--- src/design/fpio_defines.vh ---
// fpio_defines.vh: register offsets, field positions, reset values for the four port parallel io block
// assumes: included by the fpio design files only
`ifndef FPIO_DEFINES_VH
`define FPIO_DEFINES_VH

// register indices, byte address is four times the index
`define FPIO_IDX_PTA_DATA 4'h0
`define FPIO_IDX_PTB_DATA 4'h1
`define FPIO_IDX_PTC_DATA 4'h2
`define FPIO_IDX_PTD_DATA 4'h3
`define FPIO_IDX_PTA_DIR 4'h4
`define FPIO_IDX_PTB_DIR 4'h5
`define FPIO_IDX_PTC_DIR 4'h6
`define FPIO_IDX_PTD_DIR 4'h7
`define FPIO_IDX_LED 4'hc
// own register holding the converter, bus and serial takeover controls
`define FPIO_IDX_ALT 4'hd

// widths
`define FPIO_PORT_W 8
`define FPIO_NPORT 4
`define FPIO_LED_W 7

// reset values
`define FPIO_DIR_RST 8'h00
`define FPIO_LED_RST 8'h00
`define FPIO_ALT_RST 8'h00

// alternate control register fields
`define FPIO_ALT_ADC_EN 5
`define FPIO_ALT_ADC_CH_HI 2
`define FPIO_ALT_ADC_CH_LO 0
`define FPIO_ALT_BUS_EN 6
`define FPIO_ALT_SCI_EN 7

// peripheral pin positions on port b
`define FPIO_PB_SDA 0
`define FPIO_PB_SCL 1
`define FPIO_PB_TXD 2
`define FPIO_PB_RXD 3
`define FPIO_PB_T1C0 4
`define FPIO_PB_T1C1 5

`endif

--- src/design/fpio_sync.v ---
// fpio_sync.v: two flip-flop synchroniser for a vector of pin inputs
// assumes: pins are asynchronous to clk_i, no reset needed on the chain
`timescale 1ns/100ps
`default_nettype none
module fpio_sync #(
  parameter W = 8
) (
  input wire clk_i,
  input wire ce_i,
  input wire [W-1:0] d_i,
  output reg [W-1:0] q_o
);
  reg [W-1:0] meta_reg;

  // first stage feeds only the second stage
  always @(posedge clk_i) begin
    if (ce_i) begin
      meta_reg <= d_i;
      q_o <= meta_reg;
    end
  end
endmodule
`default_nettype wire

--- src/design/fpio_pin.v ---
// fpio_pin.v: per-port pin control, one bit slice generated per pin
// assumes: direction and latch come from the register file, takeover masks from it and the timer edge selects, all on the same clock
`timescale 1ns/100ps
`default_nettype none
module fpio_pin (
  input wire [7:0] data_i,
  input wire [7:0] dir_i,
  input wire [7:0] analog_i,
  input wire [7:0] alt_sel_i,
  input wire [7:0] alt_out_i,
  input wire [7:0] alt_oe_i,
  input wire [7:0] od_i,
  input wire [7:0] pin_sync_i,
  output wire [7:0] out_o,
  output wire [7:0] oe_o,
  output wire [7:0] rd_o
);
  genvar i;
  generate
    for (i = 0; i < 8; i = i + 1) begin : g_bit
      wire drv_hi;
      wire drv_en;
      // gpio value or peripheral value
      assign drv_hi = alt_sel_i[i] ? alt_out_i[i] : data_i[i];
      // analog selection beats every digital control; open-drain only drives low
      assign drv_en = analog_i[i] ? 1'b0 :
        (alt_sel_i[i] ? (alt_oe_i[i] & ~(od_i[i] & drv_hi)) : (dir_i[i] & ~(od_i[i] & drv_hi)));
      assign out_o[i] = od_i[i] ? 1'b0 : drv_hi;
      assign oe_o[i] = drv_en;
      // outputs read back the latch, inputs read the pin
      assign rd_o[i] = dir_i[i] ? data_i[i] : pin_sync_i[i];
    end
  endgenerate
endmodule
`default_nettype wire

--- src/design/fpio_top.v ---
// fpio_top.v: four 8-bit general purpose ports with direction, led drive and peripheral takeover
// assumes: classic wishbone slave on clk_i, pins resolved outside from out/oe pairs
// assumes: peripheral drive values arrive on clk_i, pin levels arrive from any clock
// How it works
// - thirty-two two-way pins in four ports of eight bits
// - each pin is set as input or output by software
// - data registers at index 0 to 3, untouched by reset
// - direction registers at index 4 to 7, cleared on reset
// - led drive register at index c, seven enables, reset to zero
// - port b bits 0 and 1 carry sda and scl when bus enabled
// - port b bits 4 and 5 serve timer one channels when edge select nonzero
// - direction one enables the driver, zero makes the pin an input
// - converter channel selection overrides port logic on that pin
// - serial bus and serial interface pins drive open-drain only
`timescale 1ns/100ps
`default_nettype none
`include "fpio_defines.vh"
module fpio_top (
  input wire clk_i,
  input wire rst_i,
  input wire ce_i,
  // wishbone slave
  input wire cyc_i,
  input wire stb_i,
  input wire we_i,
  input wire [5:0] adr_i,
  input wire [3:0] sel_i,
  input wire [31:0] dat_i,
  output reg [31:0] dat_o,
  output reg ack_o,
  output reg err_o,
  // pins
  input wire [7:0] pa_in_i,
  input wire [7:0] pb_in_i,
  input wire [7:0] pc_in_i,
  input wire [7:0] pd_in_i,
  output reg [7:0] pa_out_o,
  output reg [7:0] pb_out_o,
  output reg [7:0] pc_out_o,
  output reg [7:0] pd_out_o,
  output reg [7:0] pa_oe_o,
  output reg [7:0] pb_oe_o,
  output reg [7:0] pc_oe_o,
  output reg [7:0] pd_oe_o,
  output reg [6:0] led_drive_o,
  // peripheral side, same clock
  input wire sda_out_i,
  input wire scl_out_i,
  input wire txd_out_i,
  input wire [1:0] ch0_edge_level_select_i,
  input wire [1:0] ch1_edge_level_select_i,
  input wire t1c0_out_i,
  input wire t1c0_oe_i,
  input wire t1c1_out_i,
  input wire t1c1_oe_i,
  output reg [7:0] port_b_alt_in_o
);
  // ***************************************
  // registers
  // ***************************************
  reg [7:0] port_a_data_reg;
  reg [7:0] port_b_data_reg;
  reg [7:0] port_c_data_reg;
  reg [7:0] port_d_data_reg;
  reg [7:0] port_a_dir_reg;
  reg [7:0] port_b_dir_reg;
  reg [7:0] port_c_dir_reg;
  reg [7:0] port_d_dir_reg;
  reg [6:0] led_drive_enable;
  reg [7:0] alt_ctrl_reg;

  wire [31:0] pin_raw;
  wire [7:0] pb_sync;
  wire [31:0] out_all;
  wire [31:0] oe_all;
  wire [31:0] rd_all;
  wire [31:0] pin_all;
  wire [31:0] data_all;
  wire [31:0] dir_all;
  wire [31:0] analog_all;
  wire [31:0] alt_sel_all;
  wire [31:0] alt_out_all;
  wire [31:0] alt_oe_all;
  wire [31:0] od_all;
  wire [3:0] idx;
  wire req;
  wire wr;
  wire mapped;
  reg [7:0] rd_byte;

  assign idx = adr_i[5:2];
  assign req = cyc_i & stb_i & ~ack_o & ~err_o;
  // a write with the low byte lane off is still acknowledged but changes nothing
  assign wr = req & we_i & sel_i[0] & mapped;

  // ***************************************
  // pin synchronisers
  // ***************************************
  // pins are asynchronous, so nothing below reads pin_raw directly
  assign pin_raw = {pd_in_i, pc_in_i, pb_in_i, pa_in_i};
  fpio_sync #(.W(32)) u_sync (
    .clk_i(clk_i),
    .ce_i(ce_i),
    .d_i(pin_raw),
    .q_o(pin_all)
  );
  // peripherals on port b see the same synchronised levels as the read path
  assign pb_sync = pin_all[15:8];

  // ***************************************
  // takeover masks
  // ***************************************
  wire adc_on;
  wire bus_on;
  wire sci_on;
  wire t1_0_on;
  wire t1_1_on;
  wire [7:0] adc_mask;
  wire [7:0] pb_sel;
  wire [7:0] pb_alt_out;
  wire [7:0] pb_alt_oe;
  wire [7:0] pb_od;
  assign adc_on = alt_ctrl_reg[`FPIO_ALT_ADC_EN];
  assign bus_on = alt_ctrl_reg[`FPIO_ALT_BUS_EN];
  assign sci_on = alt_ctrl_reg[`FPIO_ALT_SCI_EN];
  assign t1_0_on = |ch0_edge_level_select_i;
  assign t1_1_on = |ch1_edge_level_select_i;
  // one port a pin per selected converter channel
  assign adc_mask = adc_on ? (8'h01 << alt_ctrl_reg[`FPIO_ALT_ADC_CH_HI:`FPIO_ALT_ADC_CH_LO]) : 8'h00;
  // which port b pins a peripheral has taken over
  assign pb_sel[`FPIO_PB_SDA] = bus_on;
  assign pb_sel[`FPIO_PB_SCL] = bus_on;
  assign pb_sel[`FPIO_PB_TXD] = sci_on;
  assign pb_sel[`FPIO_PB_RXD] = sci_on;
  assign pb_sel[`FPIO_PB_T1C0] = t1_0_on;
  assign pb_sel[`FPIO_PB_T1C1] = t1_1_on;
  assign pb_sel[7:6] = 2'b00;
  // value each peripheral wants on its pin
  assign pb_alt_out[`FPIO_PB_SDA] = sda_out_i;
  assign pb_alt_out[`FPIO_PB_SCL] = scl_out_i;
  assign pb_alt_out[`FPIO_PB_TXD] = txd_out_i;
  assign pb_alt_out[`FPIO_PB_RXD] = 1'b0;
  assign pb_alt_out[`FPIO_PB_T1C0] = t1c0_out_i;
  assign pb_alt_out[`FPIO_PB_T1C1] = t1c1_out_i;
  assign pb_alt_out[7:6] = 2'b00;
  // bus and transmit lines may always pull low; receive pin never driven by the port
  assign pb_alt_oe[`FPIO_PB_SDA] = 1'b1;
  assign pb_alt_oe[`FPIO_PB_SCL] = 1'b1;
  assign pb_alt_oe[`FPIO_PB_TXD] = 1'b1;
  assign pb_alt_oe[`FPIO_PB_RXD] = 1'b0;
  assign pb_alt_oe[`FPIO_PB_T1C0] = t1c0_oe_i;
  assign pb_alt_oe[`FPIO_PB_T1C1] = t1c1_oe_i;
  assign pb_alt_oe[7:6] = 2'b00;
  // open-drain marks: a shared line must never be driven high against another device
  assign pb_od[`FPIO_PB_SDA] = bus_on;
  assign pb_od[`FPIO_PB_SCL] = bus_on;
  assign pb_od[`FPIO_PB_TXD] = sci_on;
  assign pb_od[`FPIO_PB_RXD] = sci_on;
  assign pb_od[`FPIO_PB_T1C0] = 1'b0;
  assign pb_od[`FPIO_PB_T1C1] = 1'b0;
  assign pb_od[7:6] = 2'b00;

  assign data_all = {port_d_data_reg, port_c_data_reg, port_b_data_reg, port_a_data_reg};
  assign dir_all = {port_d_dir_reg, port_c_dir_reg, port_b_dir_reg, port_a_dir_reg};
  assign analog_all = {24'h000000, adc_mask};
  assign alt_sel_all = {16'h0000, pb_sel, 8'h00};
  assign alt_out_all = {16'h0000, pb_alt_out, 8'h00};
  assign alt_oe_all = {16'h0000, pb_alt_oe, 8'h00};
  assign od_all = {16'h0000, pb_od, 8'h00};

  // ***************************************
  // per-port pin logic
  // ***************************************
  genvar p;
  generate
    for (p = 0; p < 4; p = p + 1) begin : g_port
      fpio_pin u_pin (
        .data_i(data_all[8*p+7:8*p]),
        .dir_i(dir_all[8*p+7:8*p]),
        .analog_i(analog_all[8*p+7:8*p]),
        .alt_sel_i(alt_sel_all[8*p+7:8*p]),
        .alt_out_i(alt_out_all[8*p+7:8*p]),
        .alt_oe_i(alt_oe_all[8*p+7:8*p]),
        .od_i(od_all[8*p+7:8*p]),
        .pin_sync_i(pin_all[8*p+7:8*p]),
        .out_o(out_all[8*p+7:8*p]),
        .oe_o(oe_all[8*p+7:8*p]),
        .rd_o(rd_all[8*p+7:8*p])
      );
    end
  endgenerate

  // ***************************************
  // register read decode
  // ***************************************
  assign mapped = (idx <= `FPIO_IDX_PTD_DIR) || (idx == `FPIO_IDX_LED) || (idx == `FPIO_IDX_ALT);

  always @* begin
    case (idx)
      `FPIO_IDX_PTA_DATA: rd_byte = rd_all[7:0];
      `FPIO_IDX_PTB_DATA: rd_byte = rd_all[15:8];
      `FPIO_IDX_PTC_DATA: rd_byte = rd_all[23:16];
      `FPIO_IDX_PTD_DATA: rd_byte = rd_all[31:24];
      `FPIO_IDX_PTA_DIR: rd_byte = port_a_dir_reg;
      `FPIO_IDX_PTB_DIR: rd_byte = port_b_dir_reg;
      `FPIO_IDX_PTC_DIR: rd_byte = port_c_dir_reg;
      `FPIO_IDX_PTD_DIR: rd_byte = port_d_dir_reg;
      `FPIO_IDX_LED: rd_byte = {1'b0, led_drive_enable};
      `FPIO_IDX_ALT: rd_byte = alt_ctrl_reg;
      default: rd_byte = 8'h00;
    endcase
  end

  // ***************************************
  // data latches: no reset, power-up value is unknown
  // ***************************************
  always @(posedge clk_i) begin
    if (ce_i && wr) begin
      case (idx)
        `FPIO_IDX_PTA_DATA: port_a_data_reg <= dat_i[7:0];
        `FPIO_IDX_PTB_DATA: port_b_data_reg <= dat_i[7:0];
        `FPIO_IDX_PTC_DATA: port_c_data_reg <= dat_i[7:0];
        `FPIO_IDX_PTD_DATA: port_d_data_reg <= dat_i[7:0];
        default: ;
      endcase
    end
  end

  // ***************************************
  // control registers
  // ***************************************
  always @(posedge clk_i) begin
    if (rst_i) begin
      port_a_dir_reg <= `FPIO_DIR_RST;
      port_b_dir_reg <= `FPIO_DIR_RST;
      port_c_dir_reg <= `FPIO_DIR_RST;
      port_d_dir_reg <= `FPIO_DIR_RST;
      led_drive_enable <= 7'h00;
      alt_ctrl_reg <= `FPIO_ALT_RST;
    end else if (ce_i) begin
      if (wr) begin
        case (idx)
          `FPIO_IDX_PTA_DIR: port_a_dir_reg <= dat_i[7:0];
          `FPIO_IDX_PTB_DIR: port_b_dir_reg <= dat_i[7:0];
          `FPIO_IDX_PTC_DIR: port_c_dir_reg <= dat_i[7:0];
          `FPIO_IDX_PTD_DIR: port_d_dir_reg <= dat_i[7:0];
          `FPIO_IDX_LED: led_drive_enable <= dat_i[6:0];
          `FPIO_IDX_ALT: alt_ctrl_reg <= dat_i[7:0];
          default: ;
        endcase
      end
    end
  end

  // ***************************************
  // bus answer
  // ***************************************
  // registered, so ack or err always comes one cycle after the request is taken
  always @(posedge clk_i) begin
    if (rst_i) begin
      ack_o <= 1'b0;
      err_o <= 1'b0;
      dat_o <= 32'h00000000;
    end else if (ce_i) begin
      // unmapped indices are refused with err and never written
      ack_o <= req & mapped;
      err_o <= req & ~mapped;
      dat_o <= (req & mapped & ~we_i) ? {24'h000000, rd_byte} : 32'h00000000;
    end
  end

  // ***************************************
  // registered pin outputs
  // ***************************************
  always @(posedge clk_i) begin
    if (rst_i) begin
      pa_out_o <= 8'h00;
      pb_out_o <= 8'h00;
      pc_out_o <= 8'h00;
      pd_out_o <= 8'h00;
      pa_oe_o <= 8'h00;
      pb_oe_o <= 8'h00;
      pc_oe_o <= 8'h00;
      pd_oe_o <= 8'h00;
      led_drive_o <= 7'h00;
      port_b_alt_in_o <= 8'h00;
    end else if (ce_i) begin
      pa_out_o <= out_all[7:0];
      pb_out_o <= out_all[15:8];
      pc_out_o <= out_all[23:16];
      pd_out_o <= out_all[31:24];
      pa_oe_o <= oe_all[7:0];
      pb_oe_o <= oe_all[15:8];
      pc_oe_o <= oe_all[23:16];
      pd_oe_o <= oe_all[31:24];
      // led drive only applies to pins not taken by the converter
      led_drive_o <= led_drive_enable & ~adc_mask[6:0];
      port_b_alt_in_o <= pb_sync;
    end
  end

endmodule
`default_nettype wire

--- config.mk ---
export PLATFORM = sky130hd
export DESIGN_NAME = fpio_top
export DESIGN_NICKNAME = d
export VERILOG_FILES = /design/src/design/fpio_sync.v /design/src/design/fpio_pin.v /design/src/design/fpio_top.v
export VERILOG_INCLUDE_DIRS = /design/src /design/src/design
export SDC_FILE = /design/constraint.sdc
export NUM_CORES = 1
export LEC_CHECK = 0
export BUFFER_PORTS_ARGS = -buffer_cell sky130_fd_sc_hd__clkbuf_2
export CAP_MARGIN = 20
export CORE_MARGIN = 1
export CORE_UTILIZATION = 50
export CTS_CLUSTER_DIAMETER = 60
export DETAILED_ROUTE_END_ITERATION = 7
export PLACE_DENSITY = 0.74
export SLEW_MARGIN = 20
export SYNTH_ARGS = -nofsm -noshare
export SYNTH_HDL_FRONTEND = slang
export SYNTH_SLANG_ARGS = --single-unit
--- constraint.sdc ---
create_clock -name clk_i -period 2.5 [get_ports clk_i]
set_input_delay 0.5 -clock clk_i [delete_from_list [all_inputs] [get_ports clk_i]]
set_output_delay 0.5 -clock clk_i [all_outputs]
set_load 0.02 [all_outputs]
# Yosys cells after proc, flatten, opt, wreduce, memory -nomap -nowiden
# Cells that the tools add are included.
# classes
addsub	0
mul	0
n_div	0
n_lt_le_gt_ge	1
eq_ne	9
shifts	1
mux	59
bitwise_logic	27
reduce_logical	16
# ops
operator	count
8-bit case mux with 10 select lines	1
1-bit two-way mux	56
3-bit AND reduction	6
1-bit bitwise AND	17
4-bit by 3-bit equality test with 1-bit output, second input constant	4
8-bit two-way mux	2
4-bit by 2-bit equality test with 1-bit output, second input constant	2
4-bit equality test, second input constant	2
1-bit NOT	8
2-bit AND reduction	4
1-bit by 3-bit left shift with 8-bit output, first input constant	1
7-bit bitwise AND	1
7-bit NOT	1
4-bit by 1-bit equality test with 1-bit output, second input constant	1
4-bit by 3-bit less-or-equal comparator with 1-bit output, second input constant	1
4-bit logical NOT	1
2-bit OR reduction	2
1-bit logical OR	2
1-bit logical AND	1
# totals
reg_bits	256
latchBits	0
mem_bits_rw	0
rom_bits	0
inputBits	91
out_inout_bits	113
elab_cells	138
memories	0

# Logic depth before layout (Yosys ltp)
# Gate-level depths: netlist (run 1).
# logic_depth
depth_word	8
depth_mapped	7
mapped_depth_nobuf	4

# Cells and area by module
# Synthesis (run 1) repeated with hierarchy kept, for this count alone.
# hier_totals
cells_unflattened	920
area_unflattened_um2	10877.9
# modules_own_cells
mod	instances	cells_each	area_each_um2	seq_area_each_um2
fpio_top	1	664	6954.2	3683.5
fpio_pin	4	48	500.5	0.0
fpio_sync	1	64	1921.8	1921.8

# Least setup slack after synthesis (run 1)
# OpenSTA, ideal clock, no wires.
# synth_timing
path_kind	input to register
start	in adr_i[2]
end	reg port_c_data_reg[0], enable pin
setup_time_ns	0.370
t_arrival_ns	1.652
required_ns	2.130
setup_slack_ns	0.478
path_stages	4
path_buffers	2
path_cell_list	buf_6 or4b_1 buf_2 nor2_1
# synth_between
elab_chain_cells	6
word_cells_on_any_way	9
classes_between	1 x order compare; 3 x eq/ne; 1 x bitwise; 4 x reduce/logical
# synth_rtl
element	line_no	text
start: declaration	fpio_top.v:26	input wire [5:0] adr_i,
4-bit by 3-bit less-or-equal comparator with 1-bit output (no source line) / 4-bit equality test (equally long branches)	--	
1-bit logical OR (2 in series)	fpio_top.v:196	assign mapped = (idx <= `FPIO_IDX_PTD_DIR) || (idx == `FPIO_IDX_LED) || (idx == `FPIO_IDX_ALT);
1-bit bitwise AND	fpio_top.v:94	assign wr = req & we_i & sel_i[0] & mapped;
1-bit logical AND	fpio_top.v:218	if (ce_i && wr) begin
2-bit AND reduction (no source line) (*)	--	
end signal: assignment	fpio_top.v:222	`FPIO_IDX_PTC_DATA: port_c_data_reg <= dat_i[7:0];
end: declaration	fpio_top.v:63	reg [7:0] port_c_data_reg;
# Mark *: on every way between the ends. The rest lies on a longest branch, timed or not.
# A chain may end at the register's enable or synchronous reset.

# Final worst setup path (run 1)
# layout_timing
start	reg ack_o
end	reg dat_o[4]
# layout_between
elab_chain_cells	6
# layout_rtl
element	line_no	text
start: declaration	fpio_top.v:30	output reg ack_o,
start signal: assignment	fpio_top.v:266	ack_o <= req & mapped;
1-bit NOT	fpio_top.v:92	assign req = cyc_i & stb_i & ~ack_o & ~err_o;
1-bit bitwise AND (2 in series)	fpio_top.v:92	
1-bit bitwise AND (2 in series)	fpio_top.v:268	dat_o <= (req & mapped & ~we_i) ? {24'h000000, rd_byte} : 32'h00000000;
8-bit two-way mux	fpio_top.v:268	
end signal: assignment	fpio_top.v:268	
end: declaration	fpio_top.v:29	output reg [31:0] dat_o,
# Every way passes these cells.

==> impl_metrics.tcl, run 1 <==
set metrics [dict create \
    status "complete, but fails checks" \
    violations "design-rule violations" \
    min_path_cells 1 \
    clock_skew_ns 0.01532 \
    die-area_um2 19090 \
    worstHoldStart "pd_in_i[0]" \
    layout_commonest_cell "clkbuf_2" \
    hp-class "input port to flip-flop" \
    power.density_nw_per_um2 763.2 \
    cts_sinks 232 \
    critPathMaxFanout 8 \
    grt_pass1_wl_mm 35.60 \
    cts-buffers-inserted 24 \
    p_seq_share_pct 48.1 \
    worstRegToRegCells 5 \
    drtAntennaViolNets 0 \
    cp-end-kind "flip-flop" \
    clkLatencyLatePin_ns 0.52 \
    antenna_found_initial 0 \
    p_switching_mw 1.852 \
    post-route-util_pct 61.90 \
    place_area_um2 10310 \
    core_area_um2 18090 \
    internal-power_mw 6.693 \
    ff2ff_setup_slack_ns 0.68 \
    netlist_instances 768 \
    grt_usage_pct 24.37 \
    fin_cells 1179 \
    async_flop_share_pct 0 \
    cpPeakStageDelay_ns 0.48 \
    syn-cell-area_um2 9271 \
    finalCritPeriodShare_pct 72.98 \
    port_buffers 150 \
    clkPwrFrac_pct 46.0 \
    cp.required_ns 2.91 \
    synth_seq_cells 232 \
    cts_max_level 1 \
    fin_tns_setup_ns 0 \
    power_mw 8.545 \
    maxCapViolCount 0 \
    crit_buf_inv 1 \
    initial_utilization_pct 51.26 \
    dr.pass1.iters 7 \
    pre_cts_ws_ns 0.3489 \
    rows 49 \
    clockBufferDepth 3 \
    cts.repair.resized 0 \
    die_h_um 138.2 \
    grt_pass1_vias 6214 \
    overflow 0 \
    r2r-end "dat_o[4]" \
    fmaxAchievable_mhz 548.1 \
    die_w_um 138.2 \
    whs_endpoint "u_sync.meta_reg[24]" \
    antenna_cells 0 \
    drc_errors 20 \
    post-cts-setup-buffers 0 \
    rsz0062_at_grt "false" \
    nNetsFinal 1023 \
    synth_area_leaders "edfxtp_1 (31%), dfxtp_1 (29%), mux2i_1 (15%), nor2_1 (4.9%), nand2b_1 (2.2%)" \
    worst-endpoint-arrival_ns 2.23 \
    yosysSeqAreaShare_pct 60.46 \
    drt-total-wl_mm 23.47 \
    drt-initial-drc-count 803 \
    synth-edff-count 96 \
    area_growth_pct 20.76 \
    synth_cell_types 59 \
    finalHoldViolations 0 \
    postSynthAreaPerCell_um2 12.07 \
    worst_hold_slack_ns 0.1477 \
    viasPerCell 5.580 \
    setup_slack_ns 0.6756 \
    gp_routability_congestion 0.9117 \
    root_buffer "clkbuf_16" \
    share_comb_of_total_power_pct 5.9 \
    pin_count 204 \
    rr_startpoint "ack_o" \
    period_needed_ns 1.824 \
    placed_cells 1135 \
    switching_share_pct 21.67 \
    vias 6579 \
    mostFrequentLayoutCells "clkbuf_2 (148), mux2i_1 (140), dfxtp_1 (136), nor2_1 (120), edfxtp_1 (96)" \
    start_kind "flip-flop" \
    critPathKind "flip-flop to flip-flop" \
    yosysTopAreaCellShare_pct 31.09 \
    clkTransAtPathRegs_ns 0.06 \
    dp_hpwl_mm 16.45 \
    relSlewSlack_pct 51.43 \
    grt_max_degree 91 \
    cts_tree "yes" \
    cpLargestDelayFamily "compound AO/OA/AOI/OAI gates" \
    cp_slowest_cell "o2111a_1" \
    ys.flop_type "dfxtp_1" \
    slew_viol_final 0 \
    synth_top_area_cell "edfxtp_1" \
    worstMarginPinSlew_ns 0.7286 \
    yosysWarnings 0 \
    ir_worst_vdd_uv 523.1 \
    finalSetupViolCount 0 \
    p_leak_nw 4.717 \
    wire_per_inst_um 19.90 \
    drive_above_1_share_pct 25.16 \
    design_area_um2 11200 \
    crit_path_cell_trace "and4bb_1 > buf_4 > o2111a_1 > a21oi_1 > a311oi_1" \
    holdBufCountCts 0 \
]
[how the worst max path moves through the flow]
stage | startpoint | end | slack [ns] | depth (start not counted)
6_report | ack_o | dat_o[4] | 0.68 | 5
5_1_grt | ack_o | dat_o[4] | 0.61 | 5
4_1_cts | ack_o | dat_o[4] | 0.76 | 5
3_5_place_dp | adr_i[5] | dat_o[5] | 0.35 | 5
3_3_place_gp | adr_i[5] | dat_o[5] | 0.35 | 5
2_1_floorplan | adr_i[2] | port_c_data_reg[0] | 0.48 | 4
[metal layers]
layer	up-vias	wire length (um)	track usage, %
met5	-	0	0
met4	0	875	9.284
met3	62	1826	4.676
met2	309	10710	38.96
met1	3132	10050	33.01
li1	3076	-	-
[cells by family (layout without fill, tap and decap cells)]
group	Yosys count	in the layout	synth area share (%)
muxes	142	142	15.60
AOI/OAI and AO/OA	97	97	7.490
and+or+nand+nor	224	224	12.11
other	1	24	0.04045
DFF	232	232	60.46
buffers and inverters	72	231	4.305
[final cells by class]
class / count / area, um^2
Clock buffer: 29 / 639.4
Clock inverter: 15 / 247.7
Fill cell: 1468 / 6890
Inverter: 3 / 11.26
Multi-Input combinational cell: 487 / 3353
Sequential cell: 232 / 5605
Tap cell: 229 / 286.5
Timing Repair Buffer: 184 / 1052
[synth_stat cells, drive strengths merged, types with 3 or more instances]
library cell,n
mux2i,140
dfxtp,136
nor2,120
edfxtp,96
buf,50
nand2b,32
nand2,28
a21oi,24
clkbuf,19
o211ai,12
a311oi,11
o22ai,10
nor3,8
nor2b,7
o21ai,7
o2bb2ai,6
a22oi,5
nand4,5
a211oi,4
o311ai,4
inv,3
nand3b,3
nor3b,3
[power by group through the flow]
stage          Combinational (mW)  Sequential [mW]  Clock (mW)
2_1_floorplan               0.280             4.22           0
3_3_place_gp                0.491             4.19           0
3_5_place_dp                0.496             4.20           0
4_1_cts                     0.500             4.11        3.98
5_1_grt                     0.540             4.12        4.13
6_report                    0.504             4.11        3.93
Power figures use the tool's default switching activity.
==> run 2, diff against run 1 <==
Clock period 2.5 ns to 1.85 ns, I/O delays scaled along.
==> impl_metrics.tcl, run 2 (synthesized netlist as in run 1, its figures left out) <==
set metrics [dict create \
    dp_hpwl_mm 16.88 \
    dr.pass1.iters 7 \
    clockBufferDepth 3 \
    cts_max_level 1 \
    grtUsageMet1_pct 33.50 \
    hp-class "input port to flip-flop" \
    wire_per_inst_um 19.46 \
    cp_slowest_cell "a2111oi_0" \
    cts_tree "yes" \
    pin_count 204 \
    worstRegToRegCells 4 \
    drive_above_1_share_pct 26.24 \
    drt-initial-drc-count 549 \
    ir_worst_vdd_uv 891.2 \
    start_kind "flip-flop" \
    nNetsFinal 1041 \
    cp-end-kind "flip-flop" \
    cts-buffers-inserted 24 \
    use_met3_pct 3.741 \
    relSlewSlack_pct 54.74 \
    register_area_um2 5605 \
    use_met2_pct 39.69 \
    worstMarginPinSlew_ns 0.6789 \
    clkTransAtPathRegs_ns 0.06 \
    r2r-end "dat_o[4]" \
    layout_commonest_cell "clkbuf_2" \
    worstHoldStart "pc_in_i[2]" \
    holdBufCountCts 0 \
    cts.repair.resized 0 \
    mostFrequentLayoutCells "clkbuf_2 (148), mux2i_1 (140), dfxtp_1 (136), nor2_1 (118), edfxtp_1 (96)" \
    cts_sinks 232 \
    fin_tns_setup_ns 0 \
    drt-total-wl_mm 23.30 \
    rows 49 \
    p_leak_nw 4.782 \
    cpPeakStageDelay_ns 0.57 \
    post-route-util_pct 62.33 \
    finalHoldViolations 0 \
    port_buffers 150 \
    cp.required_ns 2.22 \
    grt_usage_pct 24.51 \
    fmaxAchievable_mhz 568.1 \
    die_w_um 138.2 \
    ff2ff_setup_slack_ns 0.09 \
    finalSetupViolCount 0 \
    drc_errors 18 \
    period_needed_ns 1.760 \
    clock_skew_ns 0.009115 \
    fillCellCount 1434 \
    grt_pass1_wl_mm 36.04 \
    critPathKind "flip-flop to flip-flop" \
    endpoint "dat_o[4]" \
    viasPerCell 5.437 \
    worst-endpoint-arrival_ns 2.13 \
    power.density_nw_per_um2 968.1 \
    root_buffer "clkbuf_16" \
    grt_pass1_vias 6269 \
    overflow 0 \
    critPathMaxFanout 4 \
    rsz0062_at_grt "false" \
    power_mw 10.91 \
    status "complete, but fails checks" \
    grt_max_degree 65 \
    initial_utilization_pct 51.26 \
    die-area_um2 19090 \
    finalCritPeriodShare_pct 95.14 \
    clkLatencyLatePin_ns 0.51 \
    violations "design-rule violations" \
    maxCapViolCount 0 \
    vias 6508 \
    multi_input_area_um2 3358 \
    die_h_um 138.2 \
    area_growth_pct 21.59 \
    core_area_um2 18090 \
    cp-startpoint "port_b_dir_reg[4]" \
    antenna_found_initial 0 \
    grt.busiest_layer "met2" \
    rr_startpoint "port_b_dir_reg[4]" \
    post-cts-setup-buffers 0 \
    drtAntennaViolNets 0 \
    antenna_cells 0 \
    crit_path_cell_trace "mux2i_1 > o22ai_1 > a2111oi_0 > a311oi_1" \
    gp_routability_congestion 0.9044 \
    slew_viol_final 0 \
]
[run 2: worst max-delay path, delay by kind of cell (launching register included)]
family             cells  cell delay [ns]
AOI/OAI and AO/OA      3             0.87
DFF                    1             0.41
muxes                  1             0.36
[run 2: final cells by class]
cell class              instances  area share [%]
flip-flops and latches        232           49.72
multi-input cells             487           29.79
repair buffers                202           11.09
clock buffers                  26           5.583
well taps                     229           2.542
clock inverters                18           1.176
inverters                       3         0.09989
[run 2: worst min path at each step]
| stage | to | slack, ns | cells after the start |
|---|---|---|---|
| after floorplan | u_sync.q_o[0] | 0.40 | 0 |
| after global placement | u_sync.q_o[6] | 0.40 | 0 |
| after detailed placement | u_sync.q_o[0] | 0.40 | 0 |
| after CTS | u_sync.meta_reg[18] | 0.02 | 1 |
| after global routing | u_sync.meta_reg[15] | 0.02 | 1 |
| final | u_sync.meta_reg[18] | 0.04 | 1 |
[run 2: layer usage]
layer / part of all wire (%) / vias up
met5: 0 / -
met4: 3.0 / 0
met3: 6.7 / 46
met2: 47 / 264
met1: 44 / 3079
li1: - / 3119
[run 2: power by group]
part / total, mW / leakage [nW] / switching, mW / internal, mW
Clock: 4.65 / 0.378 / 1.93 / 2.72
Sequential: 5.56 / 2.02 / 0.0665 / 5.50
Combinational: 0.703 / 2.39 / 0.452 / 0.251
Total: 10.9 / 4.78 / 2.44 / 8.47
[run 2: metrics by stage]
stage                     hold WS [ns]  setup slack [ns]  area (um^2)  instances
after floorplan                 0.4003          -0.03517         9360        791
after global placement          0.4011          -0.03872        10510       1153
after detailed placement        0.4045          -0.05446        10510       1153
after CTS                      0.02043            0.1162        11270       1197
after global routing           0.02028           0.04756        11270       1197
final                          0.03530           0.08983        11270       1197
==> run 3, diff against run 2 <==
Settings changed: PLACE_DENSITY 0.74 to 0.73, SYNTH_HIERARCHICAL set to 1.
==> impl_metrics.tcl, run 3 <==
set metrics [dict create \
    status "finished clean" \
    yosysMostFrequentCell "mux2i_1" \
    root_buffer "clkbuf_16" \
    power.density_nw_per_um2 864.1 \
    crit_buf_inv 1 \
    netlist_instances 920 \
    initial_utilization_pct 51.42 \
    cts_sinks 232 \
    rsz0062_at_grt "true" \
    pin_count 204 \
    die_w_um 149.5 \
    fin_cells 1581 \
    fmaxAchievable_mhz 544.5 \
    synth_seq_cells 232 \
    cts_tree "yes" \
    crit_path_cell_trace "nand4bb_4 > or3_4 > or2_4 > nor3_4 > buf_12" \
    min_path_cells 1 \
    viasPerCell 4.884 \
    die-area_um2 22350 \
    synth_area_leaders "edfxtp_1 (27%), dfxtp_1 (25%), mux2i_1 (15%), mux2_4 (4.4%), buf_4 (3.9%)" \
    cpLargestDelayFamily "simple AND/OR/NAND/NOR gates" \
    rows 53 \
    worst-endpoint-arrival_ns 2.08 \
    grt_usage_pct 23.79 \
    yosysWarnings 6 \
    grt_pass1_wl_mm 40.45 \
    synthTopCellsByCount "mux2i_1 (167), dfxtp_1 (136), edfxtp_1 (96)" \
    clockBufferDepth 3 \
    vias 7721 \
    ys.flop_type "dfxtp_1" \
    antenna_found_initial 0 \
    critPathKind "flip-flop to flip-flop" \
    clkTransAtPathRegs_ns 0.06 \
    synth-edff-count 96 \
    cp-end-kind "flip-flop" \
    post-cts-setup-buffers 0 \
    relSlewSlack_pct 64.65 \
    start_kind "flip-flop" \
    drive_above_1_share_pct 28.79 \
    synth_top_area_cell "edfxtp_1" \
    drt-total-wl_mm 26.21 \
    wire_per_inst_um 16.58 \
    hp-class "input port to flip-flop" \
    cpPeakStageDelay_ns 0.37 \
    postSynthAreaPerCell_um2 11.82 \
    die_h_um 149.5 \
    fillCellCount 1692 \
    area_growth_pct 27.32 \
    yosysTopAreaCellShare_pct 26.50 \
    power_mw 11.97 \
    clkLatencyLatePin_ns 0.53 \
    finalHoldViolations 0 \
    finalSetupViolCount 0 \
    drc_errors 0 \
    antenna_cells 0 \
    worstMarginPinSlew_ns 0.5302 \
    port_buffers 150 \
    drt-initial-drc-count 478 \
    overflow 0 \
    dp_hpwl_mm 19.31 \
    ir_worst_vdd_uv 765.2 \
    cp_num_cells 5 \
    maxCapViolCount 0 \
    mostFrequentLayoutCells "conb_1 (213), mux2i_1 (167), clkbuf_2 (149), dfxtp_1 (134), edfxtp_1 (96)" \
    core_area_um2 21150 \
    finalCritPeriodShare_pct 99.27 \
    grt_max_degree 90 \
    period_needed_ns 1.836 \
    clock_skew_ns 0.007353 \
    critPathMaxFanout 8 \
    grt_pass1_vias 7597 \
    placed_cells 1523 \
    slew_viol_final 0 \
    layout_commonest_cell "conb_1" \
    drtAntennaViolNets 0 \
    gp_routability_congestion 0.8945 \
    cts_max_level 1 \
    cts-buffers-inserted 26 \
    worstRegToRegCells 5 \
    cp_slowest_cell "or3_4" \
    synth_cell_types 45 \
    syn-cell-area_um2 10880 \
    yosysSeqAreaShare_pct 51.53 \
    cp.required_ns 2.09 \
    dr.pass1.iters 5 \
    async_flop_share_pct 0 \
    p_leak_nw 6.222 \
    nNetsFinal 1377 \
]
[run 3: changes by cell type after synthesis, sizes merged, moves of 7 or more]
cell,before,now
mux2,0,66
nand2b,32,6
nand2,28,78
nor2,120,87
a311oi,11,0
nor2b,7,41
mux2i,140,167
a221oi,0,8
a21oi,24,17
buf,50,77
a211oi,4,38
[run 3: where the power goes]
group / internal (mW) / total, mW / switching (mW)
combinational: 0.438 / 1.07 / 0.629
clock: 3.27 / 5.32 / 2.04
sequential: 5.51 / 5.58 / 0.0734
total: 9.22 / 12.0 / 2.75
[run 3: routing by layer]
metal	vias to the layer above	global-route usage, %	routed length, um
met5	-	0	0
met4	0	8.316	747
li1	3791	-	-
met1	3637	30.89	11270
met3	51	4.421	1661
met2	242	39.56	12540
[run 3: worst reg2reg max path, delay by kind of cell, from the launching register on]
| kind | cells | cell delay, ns |
|---|---|---|
| DFF | 1 | 0.32 |
| buffers and inverters | 1 | 0.16 |
| and+or+nand+nor | 4 | 1.07 |
[run 3: kinds of logic (layout without fill, tap and decap cells)]
family	after synthesis	count (layout)	share of synthesized area, %
AND/OR/NAND/NOR	246	246	10.81
multiplexers	235	235	23.72
flip-flops	232	232	51.53
buffers and inverters	107	282	5.809
AO/OA/AOI/OAI	98	98	8.063
other	2	213	0.06904
[run 3: area by class of cell]
class,instances,area (um^2),share of cell area (%)
Clock inverter,9,101.3,0.7318
Inverter,7,26.28,0.1897
Multi-Input combinational cell,792,5478,39.55
Sequential cell,232,5608,40.49
Tap cell,275,344.1,2.484
Timing Repair Buffer,227,1493,10.78
Clock buffer,39,799.5,5.773
[run 3: worst paths after layout]
| check | start | endpoint | slack, ns |
|---|---|---|---|
| setup / recovery | err_o | port_a_data_reg[5] | 0.01 |
| hold / removal | pc_in_i[3] | u_sync/meta_reg[19] | 0.02 |
| setup reg to reg | err_o | port_a_data_reg[5] | 0.01 |
| hold reg to reg | u_sync/meta_reg[26] | u_sync/q_o[26] | 0.41 |
[run 3: what timing repair did]
action / 4_1_cts / 5_1_grt
hold buffers: 10 / 0
endpoints found under the setup margin: 22 / 16
pin swaps: 2 / 0
gates cloned: 0 / 0
endpoints found under the hold margin: 10 / 0
resized for setup: 2 / 1
[run 3: through the flow]
stage / hold WS [ns] / setup slack (ns) / TNS, ns / utilization [%] / cell area (um^2)
after floorplan: 0.4003 / -0.1245 / -2.078 / - / 11720
after global placement: 0.4012 / -0.1060 / -1.839 / 60.68 / 12840
after detailed placement: 0.4045 / -0.1311 / -2.502 / 60.68 / 12840
after CTS: 0.0004852 / 0.01142 / 0 / 65.45 / 13850
after global routing: 0.008952 / -0.01269 / -0.05933 / 65.47 / 13850
final: 0.02020 / 0.01357 / 0 / 65.47 / 13850
